===== src/cseb_pkg.sv =====
package cseb_pkg;

  // ****************************************************************
  // region map: four chip-select regions, then two dynamic banks
  // ****************************************************************
  localparam int NUM_CS = 4;
  localparam int NUM_REGION = 6;
  localparam logic [2:0] DRAM_FIRST = 3'h4;
  localparam logic [2:0] REGION_LAST = 3'h5;

  // ****************************************************************
  // reset values of each region's settings
  // ****************************************************************
  localparam logic [3:0] WAIT_RESET = 4'hf;
  localparam logic [7:0] BASE_RESET = 8'h00;
  localparam logic [7:0] MASK_RESET = 8'hff;
  localparam logic EXT_ACK_RESET = 1'b0;
  localparam logic PORT16_RESET = 1'b1;
  localparam int BOOT_REGION = 0;

  // ****************************************************************
  // operand sizes and dynamic memory row position
  // ****************************************************************
  localparam logic [1:0] SIZE_BYTE = 2'h0;
  localparam logic [1:0] SIZE_WORD = 2'h1;
  localparam logic [1:0] SIZE_LONG = 2'h2;
  localparam int DRAM_ROW_SHIFT = 11;

  // ****************************************************************
  // carriers
  // ****************************************************************
  typedef struct packed {
    logic [23:0] addr;
    logic write;
    logic [1:0] size;
    logic burst;
    logic [31:0] wdata;
  } cseb_req_t;

  typedef struct packed {
    logic error;
    logic [31:0] rdata;
  } cseb_rsp_t;

  typedef struct packed {
    logic valid;
    logic [7:0] base;
    logic [7:0] mask;
    logic [3:0] wait_cycle_count;
    logic ext_ack;
    logic port16;
  } cseb_cfg_t;

  typedef struct packed {
    logic rw_gpio;
    logic sel1_gpio;
    logic oe_gpio;
  } cseb_pinfn_t;

  typedef enum logic [2:0] {
    ST_IDLE = 3'h0,
    ST_ADDR = 3'h1,
    ST_WAIT = 3'h2,
    ST_DATA = 3'h3,
    ST_HOLD = 3'h4
  } cseb_state_t;

endpackage


===== src/cseb_top.sv =====
`timescale 1ns/1ps

module cseb_top (
  // clock and reset
  input wire logic clock,
  input wire logic rst,
  // internal request and answer
  input wire logic req_valid,
  output logic req_ready,
  input wire cseb_pkg::cseb_req_t req,
  output logic rsp_valid,
  output cseb_pkg::cseb_rsp_t rsp,
  input wire logic system_bus_controller_region_hit,
  // configuration
  input wire logic cfg_wr,
  input wire logic [2:0] cfg_sel,
  input wire cseb_pkg::cseb_cfg_t cfg_data,
  input wire logic pinfn_wr,
  input wire cseb_pkg::cseb_pinfn_t pinfn_data,
  output cseb_pkg::cseb_pinfn_t pinfn,
  // general purpose values for shared pins
  input wire logic shared_io_nine,
  input wire logic shared_io_one,
  input wire logic shared_output_forty,
  // external bus pins
  output logic [23:1] addr_out,
  output logic read_write_n,
  input wire logic [15:0] data_in,
  output logic [15:0] data_out,
  output logic [15:0] data_oe_n,
  output logic chip_select_zero_n,
  output logic chip_select_one_n,
  output logic chip_select_two_n,
  output logic chip_select_three_n,
  output logic output_enable_n,
  input wire logic transfer_acknowledge_in_n,
  input wire logic transfer_error_input_n
);

  // ****************************************************************
  // region settings
  // ****************************************************************
  cseb_pkg::cseb_cfg_t cfg_q [cseb_pkg::NUM_REGION];
  cseb_pkg::cseb_pinfn_t pinfn_q;

  // settings start at the safe boot profile until software rewrites them
  always_ff @(posedge clock or posedge rst) begin
    if (rst) begin
      for (int i = 0; i < cseb_pkg::NUM_REGION; i++) begin
        cfg_q[i].valid <= (i == cseb_pkg::BOOT_REGION);
        cfg_q[i].base <= cseb_pkg::BASE_RESET;
        cfg_q[i].mask <= cseb_pkg::MASK_RESET;
        cfg_q[i].wait_cycle_count <= cseb_pkg::WAIT_RESET;
        cfg_q[i].ext_ack <= cseb_pkg::EXT_ACK_RESET;
        cfg_q[i].port16 <= cseb_pkg::PORT16_RESET;
      end
    end else begin
      for (int i = 0; i < cseb_pkg::NUM_REGION; i++) begin
        if (cfg_wr && cfg_sel == 3'(i)) begin
          cfg_q[i] <= cfg_data;
        end
      end
    end
  end

  // shared pins leave reset in their bus function
  always_ff @(posedge clock or posedge rst) begin
    if (rst) begin
      pinfn_q <= '0;
    end else if (pinfn_wr) begin
      pinfn_q <= pinfn_data;
    end
  end

  assign pinfn = pinfn_q;

  // ****************************************************************
  // address decode
  // ****************************************************************
  logic hit_any;
  logic [2:0] hit_idx;

  // lowest matching region wins; mask bits mark don't-care address bits
  always_comb begin
    hit_any = 1'b0;
    hit_idx = 3'h0;
    for (int i = cseb_pkg::NUM_REGION - 1; i >= 0; i--) begin
      if (cfg_q[i].valid && (((req.addr[23:16] ^ cfg_q[i].base) & ~cfg_q[i].mask) == 8'h00)) begin
        hit_any = 1'b1;
        hit_idx = 3'(i);
      end
    end
  end

  // ****************************************************************
  // transfer state
  // ****************************************************************
  cseb_pkg::cseb_state_t state_q;
  logic [23:0] addr_q;
  logic write_q;
  logic [1:0] size_q;
  logic burst_q;
  logic [2:0] region_q;
  logic is_dram_q;
  logic [3:0] wait_q;
  logic [2:0] beats_q;
  logic [31:0] data_q;
  logic [31:0] rdata_q;
  logic err_q;
  logic rsp_valid_q;
  logic rsp_err_q;
  cseb_pkg::cseb_cfg_t cur_cfg;
  logic byte_beat;
  logic err_in_now;
  logic beat_done;
  logic [2:0] req_beats;
  logic [31:0] req_data;

  assign cur_cfg = cfg_q[region_q];
  assign byte_beat = !cur_cfg.port16 || size_q == cseb_pkg::SIZE_BYTE;
  assign err_in_now = !transfer_error_input_n;

  // beats per request: a longword on a 16-bit port is two halfwords
  always_comb begin
    req_data = req.wdata;
    req_beats = 3'h1;
    case (req.size)
      cseb_pkg::SIZE_BYTE: begin
        req_data = {req.wdata[7:0], req.wdata[7:0], 16'h0000};
      end
      cseb_pkg::SIZE_WORD: begin
        req_data = {req.wdata[15:0], 16'h0000};
        req_beats = cfg_q[hit_idx].port16 ? 3'h1 : 3'h2;
      end
      default: begin
        req_beats = cfg_q[hit_idx].port16 ? 3'h2 : 3'h4;
      end
    endcase
  end

  // ****************************************************************
  // acknowledge synchroniser and edge detect
  // ****************************************************************
  logic ack_s1_q;
  logic ack_s2_q;
  logic ack_s3_q;
  logic ack_edge;
  logic ack_pend_q;

  // slave may drive the acknowledge at any time, so retime it first
  always_ff @(posedge clock or posedge rst) begin
    if (rst) begin
      ack_s1_q <= 1'b0;
      ack_s2_q <= 1'b0;
      ack_s3_q <= 1'b0;
    end else begin
      ack_s1_q <= !transfer_acknowledge_in_n;
      ack_s2_q <= ack_s1_q;
      ack_s3_q <= ack_s2_q;
    end
  end

  // a level held over from the last cycle makes no edge and is ignored
  assign ack_edge = ack_s2_q && !ack_s3_q;

  // pending edge is cleared in the hold and idle clocks, so it carries across burst beats; an edge in those clocks is lost
  always_ff @(posedge clock or posedge rst) begin
    if (rst) begin
      ack_pend_q <= 1'b0;
    end else if (ack_edge && state_q inside {cseb_pkg::ST_ADDR, cseb_pkg::ST_WAIT,
                                             cseb_pkg::ST_DATA}) begin
      ack_pend_q <= 1'b1;
    end else if (state_q == cseb_pkg::ST_HOLD || state_q == cseb_pkg::ST_IDLE) begin
      ack_pend_q <= 1'b0;
    end
  end

  // dram ignores the pin; others use it only once enabled
  always_comb begin
    if (is_dram_q || !cur_cfg.ext_ack) begin
      beat_done = 1'b1;
    end else begin
      beat_done = ack_pend_q || ack_edge;
    end
  end

  // ****************************************************************
  // bus cycle sequencer
  // ****************************************************************
  assign req_ready = state_q == cseb_pkg::ST_IDLE;

  // address, then waits, then sample clock, then hold clock
  always_ff @(posedge clock or posedge rst) begin
    if (rst) begin
      state_q <= cseb_pkg::ST_IDLE;
      wait_q <= 4'h0;
      beats_q <= 3'h0;
    end else begin
      case (state_q)
        cseb_pkg::ST_IDLE: begin
          if (req_valid && hit_any && !system_bus_controller_region_hit) begin
            state_q <= cseb_pkg::ST_ADDR;
            beats_q <= req_beats;
          end
        end
        cseb_pkg::ST_ADDR: begin
          wait_q <= cur_cfg.wait_cycle_count;
          if (cur_cfg.wait_cycle_count == 4'h0) begin
            state_q <= cseb_pkg::ST_DATA;
          end else begin
            state_q <= cseb_pkg::ST_WAIT;
          end
        end
        cseb_pkg::ST_WAIT: begin
          wait_q <= wait_q - 4'h1;
          if (wait_q == 4'h1) begin
            state_q <= cseb_pkg::ST_DATA;
          end
        end
        cseb_pkg::ST_DATA: begin
          if (beat_done || err_in_now) begin
            beats_q <= beats_q - 3'h1;
            // a burst skips the hold clock between its beats
            if (burst_q && !err_in_now && beats_q != 3'h1) begin
              state_q <= cseb_pkg::ST_ADDR;
            end else begin
              state_q <= cseb_pkg::ST_HOLD;
            end
          end
        end
        cseb_pkg::ST_HOLD: begin
          if (beats_q != 3'h0 && !err_q) begin
            state_q <= cseb_pkg::ST_ADDR;
          end else begin
            state_q <= cseb_pkg::ST_IDLE;
          end
        end
        default: begin
          state_q <= cseb_pkg::ST_IDLE;
        end
      endcase
    end
  end

  // request attributes, address stepping and sticky error
  always_ff @(posedge clock or posedge rst) begin
    if (rst) begin
      addr_q <= 24'h000000;
      write_q <= 1'b0;
      size_q <= cseb_pkg::SIZE_BYTE;
      burst_q <= 1'b0;
      region_q <= 3'h0;
      is_dram_q <= 1'b0;
      err_q <= 1'b0;
    end else if (state_q == cseb_pkg::ST_IDLE && req_valid) begin
      addr_q <= req.addr;
      write_q <= req.write;
      size_q <= req.size;
      burst_q <= req.burst;
      region_q <= hit_idx;
      is_dram_q <= hit_idx >= cseb_pkg::DRAM_FIRST;
      err_q <= 1'b0;
    end else if (state_q == cseb_pkg::ST_DATA && (beat_done || err_in_now)) begin
      err_q <= err_q || err_in_now;
      addr_q <= addr_q + (byte_beat ? 24'h000001 : 24'h000002);
    end
  end

  // ****************************************************************
  // data path
  // ****************************************************************
  // write data sits left-justified; upper halfword goes out first
  always_ff @(posedge clock or posedge rst) begin
    if (rst) begin
      data_q <= 32'h00000000;
    end else if (state_q == cseb_pkg::ST_IDLE && req_valid) begin
      data_q <= req_data;
    end else if (state_q == cseb_pkg::ST_DATA && beat_done) begin
      data_q <= byte_beat ? {data_q[23:0], 8'h00} : {data_q[15:0], 16'h0000};
    end
  end

  // read lanes: odd byte on a 16-bit port arrives on the low lane
  always_ff @(posedge clock or posedge rst) begin
    if (rst) begin
      rdata_q <= 32'h00000000;
    end else if (state_q == cseb_pkg::ST_IDLE && req_valid) begin
      rdata_q <= 32'h00000000;
    end else if (state_q == cseb_pkg::ST_DATA && beat_done && !write_q) begin
      if (!byte_beat) begin
        rdata_q <= {rdata_q[15:0], data_in};
      end else if (cur_cfg.port16 && addr_q[0]) begin
        rdata_q <= {rdata_q[23:0], data_in[7:0]};
      end else begin
        rdata_q <= {rdata_q[23:0], data_in[15:8]};
      end
    end
  end

  // answer pulse: after the last hold clock or at once without a bus cycle
  always_ff @(posedge clock or posedge rst) begin
    if (rst) begin
      rsp_valid_q <= 1'b0;
      rsp_err_q <= 1'b0;
    end else if (state_q == cseb_pkg::ST_IDLE && req_valid && !hit_any) begin
      rsp_valid_q <= 1'b1;
      rsp_err_q <= !system_bus_controller_region_hit;
    end else if (state_q == cseb_pkg::ST_IDLE && req_valid &&
                 system_bus_controller_region_hit) begin
      rsp_valid_q <= 1'b1;
      rsp_err_q <= 1'b0;
    end else begin
      rsp_valid_q <= state_q == cseb_pkg::ST_HOLD && (beats_q == 3'h0 || err_q);
      rsp_err_q <= err_q;
    end
  end

  assign rsp_valid = rsp_valid_q;
  assign rsp = '{error: rsp_err_q, rdata: rdata_q};

  // ****************************************************************
  // pins driven from rising-edge state
  // ****************************************************************
  logic bus_active;
  logic drive_data;

  assign bus_active = state_q inside {cseb_pkg::ST_ADDR, cseb_pkg::ST_WAIT, cseb_pkg::ST_DATA};
  // write data runs from end of first clock to end of the hold clock
  assign drive_data = write_q && state_q inside {cseb_pkg::ST_WAIT, cseb_pkg::ST_DATA,
                                                 cseb_pkg::ST_HOLD};

  // dram row in the first clock, column after; no A0 pin exists
  always_comb begin
    if (is_dram_q && state_q == cseb_pkg::ST_ADDR) begin
      addr_out = 23'(addr_q[23:1] >> cseb_pkg::DRAM_ROW_SHIFT);
    end else begin
      addr_out = addr_q[23:1];
    end
  end

  assign data_out = data_q[31:16];
  assign data_oe_n = drive_data ? 16'h0000 : 16'hffff;
  // direction changes on the same edge as the address
  assign read_write_n = pinfn_q.rw_gpio ? shared_io_nine : !write_q;

  // ****************************************************************
  // strobes on the falling edge
  // ****************************************************************
  logic [cseb_pkg::NUM_CS-1:0] cs_n_q;
  logic oe_n_q;

  // half a clock after the address, so it is settled when selects fall
  always_ff @(negedge clock or posedge rst) begin
    if (rst) begin
      cs_n_q <= 4'hf;
      oe_n_q <= 1'b1;
    end else begin
      for (int i = 0; i < cseb_pkg::NUM_CS; i++) begin
        cs_n_q[i] <= !(bus_active && !is_dram_q && region_q == 3'(i));
      end
      oe_n_q <= !(bus_active && !is_dram_q && !write_q);
    end
  end

  assign chip_select_zero_n = cs_n_q[0];
  assign chip_select_one_n = pinfn_q.sel1_gpio ? shared_io_one : cs_n_q[1];
  assign chip_select_two_n = cs_n_q[2];
  assign chip_select_three_n = cs_n_q[3];
  assign output_enable_n = pinfn_q.oe_gpio ? shared_output_forty : oe_n_q;

  // ****************************************************************
  // checks
  // ****************************************************************
  logic [4:0] beat_cyc_q;

  // clock number within a beat: the clock after the address clock is the second
  always_ff @(posedge clock or posedge rst) begin
    if (rst) begin
      beat_cyc_q <= 5'h0;
    end else if (state_q == cseb_pkg::ST_ADDR) begin
      beat_cyc_q <= 5'h2;
    end else if (bus_active) begin
      beat_cyc_q <= beat_cyc_q + 5'h1;
    end
  end
endmodule


===== config.mk =====
export PLATFORM = sky130hd
export DESIGN_NAME = cseb_top
export DESIGN_NICKNAME = d
export VERILOG_FILES = /design/src/cseb_pkg.sv /design/src/cseb_top.sv
export SDC_FILE = /design/constraint.sdc
export NUM_CORES = 1
export LEC_CHECK = 0
export BUFFER_PORTS_ARGS = -buffer_cell sky130_fd_sc_hd__buf_4
export CAP_MARGIN = 20
export CORE_UTILIZATION = 32
export DETAILED_ROUTE_END_ITERATION = 10
export PLACE_DENSITY = 0.57
export SKIP_CTS_REPAIR_TIMING = 1
export SYNTH_ARGS = -nofsm -noshare
export SYNTH_HDL_FRONTEND = slang
export SYNTH_SLANG_ARGS = --single-unit

===== constraint.sdc =====
create_clock -name clock -period 23.7 [get_ports clock]
set_input_delay 4.74 -clock clock [delete_from_list [all_inputs] [get_ports clock]]
set_output_delay 4.74 -clock clock [all_outputs]
set_load 0.02 [all_outputs]

==> impl_metrics.toml <==
[synthesis]
muxShareOfSynthArea = 0.1986
synth_edf_count = 0
yosysUniqueCellTypes = 67
syn_area_per_cell_um2 = 11.46
synth_common_cells = "dfrtp_1, mux2_2, o21ai_0"
synth_top_cell_area_share = 0.3370
synthXorXnorAreaFrac = 0.03707
synth_fp_nets = 1258
synth.most_common_cell = "dfrtp_1"
yosysTopAreaCell = "dfrtp_1"
ys_warn_count = 0
synthCells = 1134
synth_seq_area_share = 0.5068
synth-async-reset-ratio = 1.000
synth_compound_area_frac = 0.1041
synth.area.top_cells = "dfrtp_1, dfstp_2, mux2_2, mux2i_1, o21ai_0"
yosys.area_share.simple = 0.09551
synth_seq_cells = 259
synth_fa_ha_area_frac = 0.008280
synth_top_family_by_area = "multiplexers"
synth_area_um2 = 12990
ys.flop_type = "dfrtp_1"

[floorplanning]
dieArea_um2 = 41420
start_util = 0.3256
die_w_um = 203.5
ioPinCount = 215
die_h_um = 203.5
rows = 73
core_area_um2 = 39910

[setup_path]
path_max_fanout = 1
worstPathRequired_ps = 18960
r2r_slack_ps = 10360
startpoint_type = "register"
r2r.worst_path.cells = 3
reg2reg_to = "cs_n_q[2]"
endpoint_kind = "output port"
worstReg2RegStart = "state_q[0]"
crit_type = "reg -> out"
arrival_ps = 13220

[sta]
finalSetupViolCount = 0
hold_viol = 0
fin_setup_tns_ps = 0
slew_headroom = 0.3427
finClkSkew_ps = 50.86
drv_slew = 0
timing.final.ws_setup_ps = 5735
rsz0062_at_grt = "false"
tightest_slew_ps = 986.0

[detailed_routing]
post_drt_wl_per_cell_um = 18.25
ant_nets = 0
routed_wl_mm = 33.75
drt-met1-wl_mm = 15.79
wl_met3_mm = 1.396
firstDrtPassIters = 5
wl_met2_mm = 15.97
viasPerCell = 4.938
drtIter0Drc = 415
top_layer = "met4"
drc = 0
routed-via-count = 9130

[clocking]
cts_buffer_depth = 3
cts-buffers-inserted = 30
cts_sinks = 259
clk_latency_ps = 600
clkTransAtPathRegs_ps = 60
ctsRootBufferMaster = "clkbuf_16"
cts_max_level = 1
cts_tree = "yes"

[run]
max-cap-violations = 0

[cells_and_area]
design_area_um2 = 15900
n_antenna_cell = 0
finalNetCount = 1424
drive_above_1_share = 0.4116
syn_to_final_growth_pct = 22.38
n_fill_cell = 3853
final_cells = 1849

[placement]
io_buffers = 214
place.gp.congestion = 0.7991
dp_cells = 1786
dp_hpwl_mm = 23.14
postPlaceCellArea_um2 = 14830
dp_slack_ps = 6337

[min_path]
hold_start = "ack_s1_q"
hold_path_end = "ack_s2_q"
hold_class = "reg -> reg"
hold_depth = 0

[power_and_ir_drop]
total_power_mw = 1.937
irDropWorstVdd_mv = 0.06867
power.density_nw_per_um2 = 121.8
p_leak_nw = 6.761

[global_routing]
grt_max_degree = 137
track_usage = 0.1628
antenna_found_initial = 0
grt_pass1_vias = 9274
grt_overflow = 0
grt_pass1_wl_mm = 53.39

[status]
status = "completed"
## layer usage
metal | track usage | vias up
met5 | 0 | -
met2 | 0.2685 | 211
met3 | 0.02125 | 40
met4 | 0.03491 | 0
li1 | - | 4377
met1 | 0.2274 | 4502
## layout make-up
| cell class | count | area (µm²) | area share |
|---|---|---|---|
| timing repair buffer | 232 | 1782 | 0.1120 |
| multi-input combinational | 756 | 5793 | 0.3643 |
| tap | 525 | 656.9 | 0.04131 |
| clock buffer | 47 | 914.6 | 0.05751 |
| clock inverter | 14 | 102.6 | 0.006452 |
| inverter | 16 | 67.56 | 0.004249 |
| sequential | 259 | 6586 | 0.4142 |
## registers in the layout, summed over array words and instances (netlist names), 2 cells and up
register,count
addr_q,24
beats_q,3
cfg_q,138
cs_n_q,4
data_q,32
pinfn,3
rdata_q,32
region_q,3
size_q,2
state_q,3
wait_q,4
## worst max path at each step
stage	start	to	cells after the start
2_1_floorplan	rst	cs_n_q[0]	1
3_3_place_gp	rst	oe_n_q	2
3_5_place_dp	rst	oe_n_q	2
4_1_cts	cs_n_q[1]	chip_select_one_n	2
5_1_grt	cs_n_q[1]	chip_select_one_n	2
6_report	cs_n_q[1]	chip_select_one_n	2
## per-stage QoR
| step | util | hold slack [ps] |
|---|---|---|
| finish | 0.3984 | 350.3 |
| global placement | 0.3715 | 346.5 |
| detailed placement | 0.3715 | 342.8 |
| floorplan | - | 331.2 |
| global route | 0.3984 | 355.7 |
| CTS | 0.3969 | 352.3 |
## cells in the final DEF, fill, tap and decap left out, types with 5 or more instances in the layout
cell type | netlist | layout
a211oi_1 | 7 | 7
a21oi_1 | 17 | 17
a221o_1 | 10 | 10
a22o_1 | 9 | 9
a22oi_1 | 16 | 16
a31oi_1 | 8 | 8
and3_1 | 9 | 9
buf_4 | 38 | 230
clkbuf_1 | 46 | 7
clkbuf_16 | 0 | 30
clkbuf_8 | 0 | 10
clkinv_2 | 0 | 6
dfrtp_1 | 175 | 175
dfstp_2 | 84 | 84
ha_1 | 7 | 7
inv_1 | 17 | 20
mux2_2 | 155 | 155
mux2i_1 | 70 | 70
mux4_2 | 6 | 6
nand2_1 | 79 | 78
nand3_1 | 54 | 54
nand4_1 | 5 | 5
nor2_1 | 47 | 45
nor2b_1 | 14 | 14
nor3_1 | 12 | 11
nor3b_1 | 6 | 5
o211ai_1 | 5 | 5
o21ai_0 | 90 | 90
o221ai_1 | 5 | 5
o22ai_1 | 18 | 18
xnor2_1 | 48 | 48
xor2_1 | 7 | 7
## worst max-delay path: stages, from the launching register on
cell and delay (ps):
dfstp_2 510, mux2_2 130, buf_4 130
## kinds of logic after synthesis
family,count (synthesis)
AND/OR/NAND/NOR,252
AO/OA/AOI/OAI,210
flip-flops,259
XOR/XNOR,55
adder cells (fa/ha/maj),8
multiplexers,231
buffers and inverters,119
## where the power goes
| group | internal (mW) | switching (mW) | leakage [nW] | total (mW) |
|---|---|---|---|---|
| Combinational | 0.343 | 0.409 | 3.15 | 0.752 |
| Clock | 0.275 | 0.188 | 0.521 | 0.463 |
| Sequential | 0.602 | 0.120 | 3.09 | 0.722 |
| Total | 1.22 | 0.717 | 6.76 | 1.94 |
No activity file was read; power rests on OpenSTA's default activity.
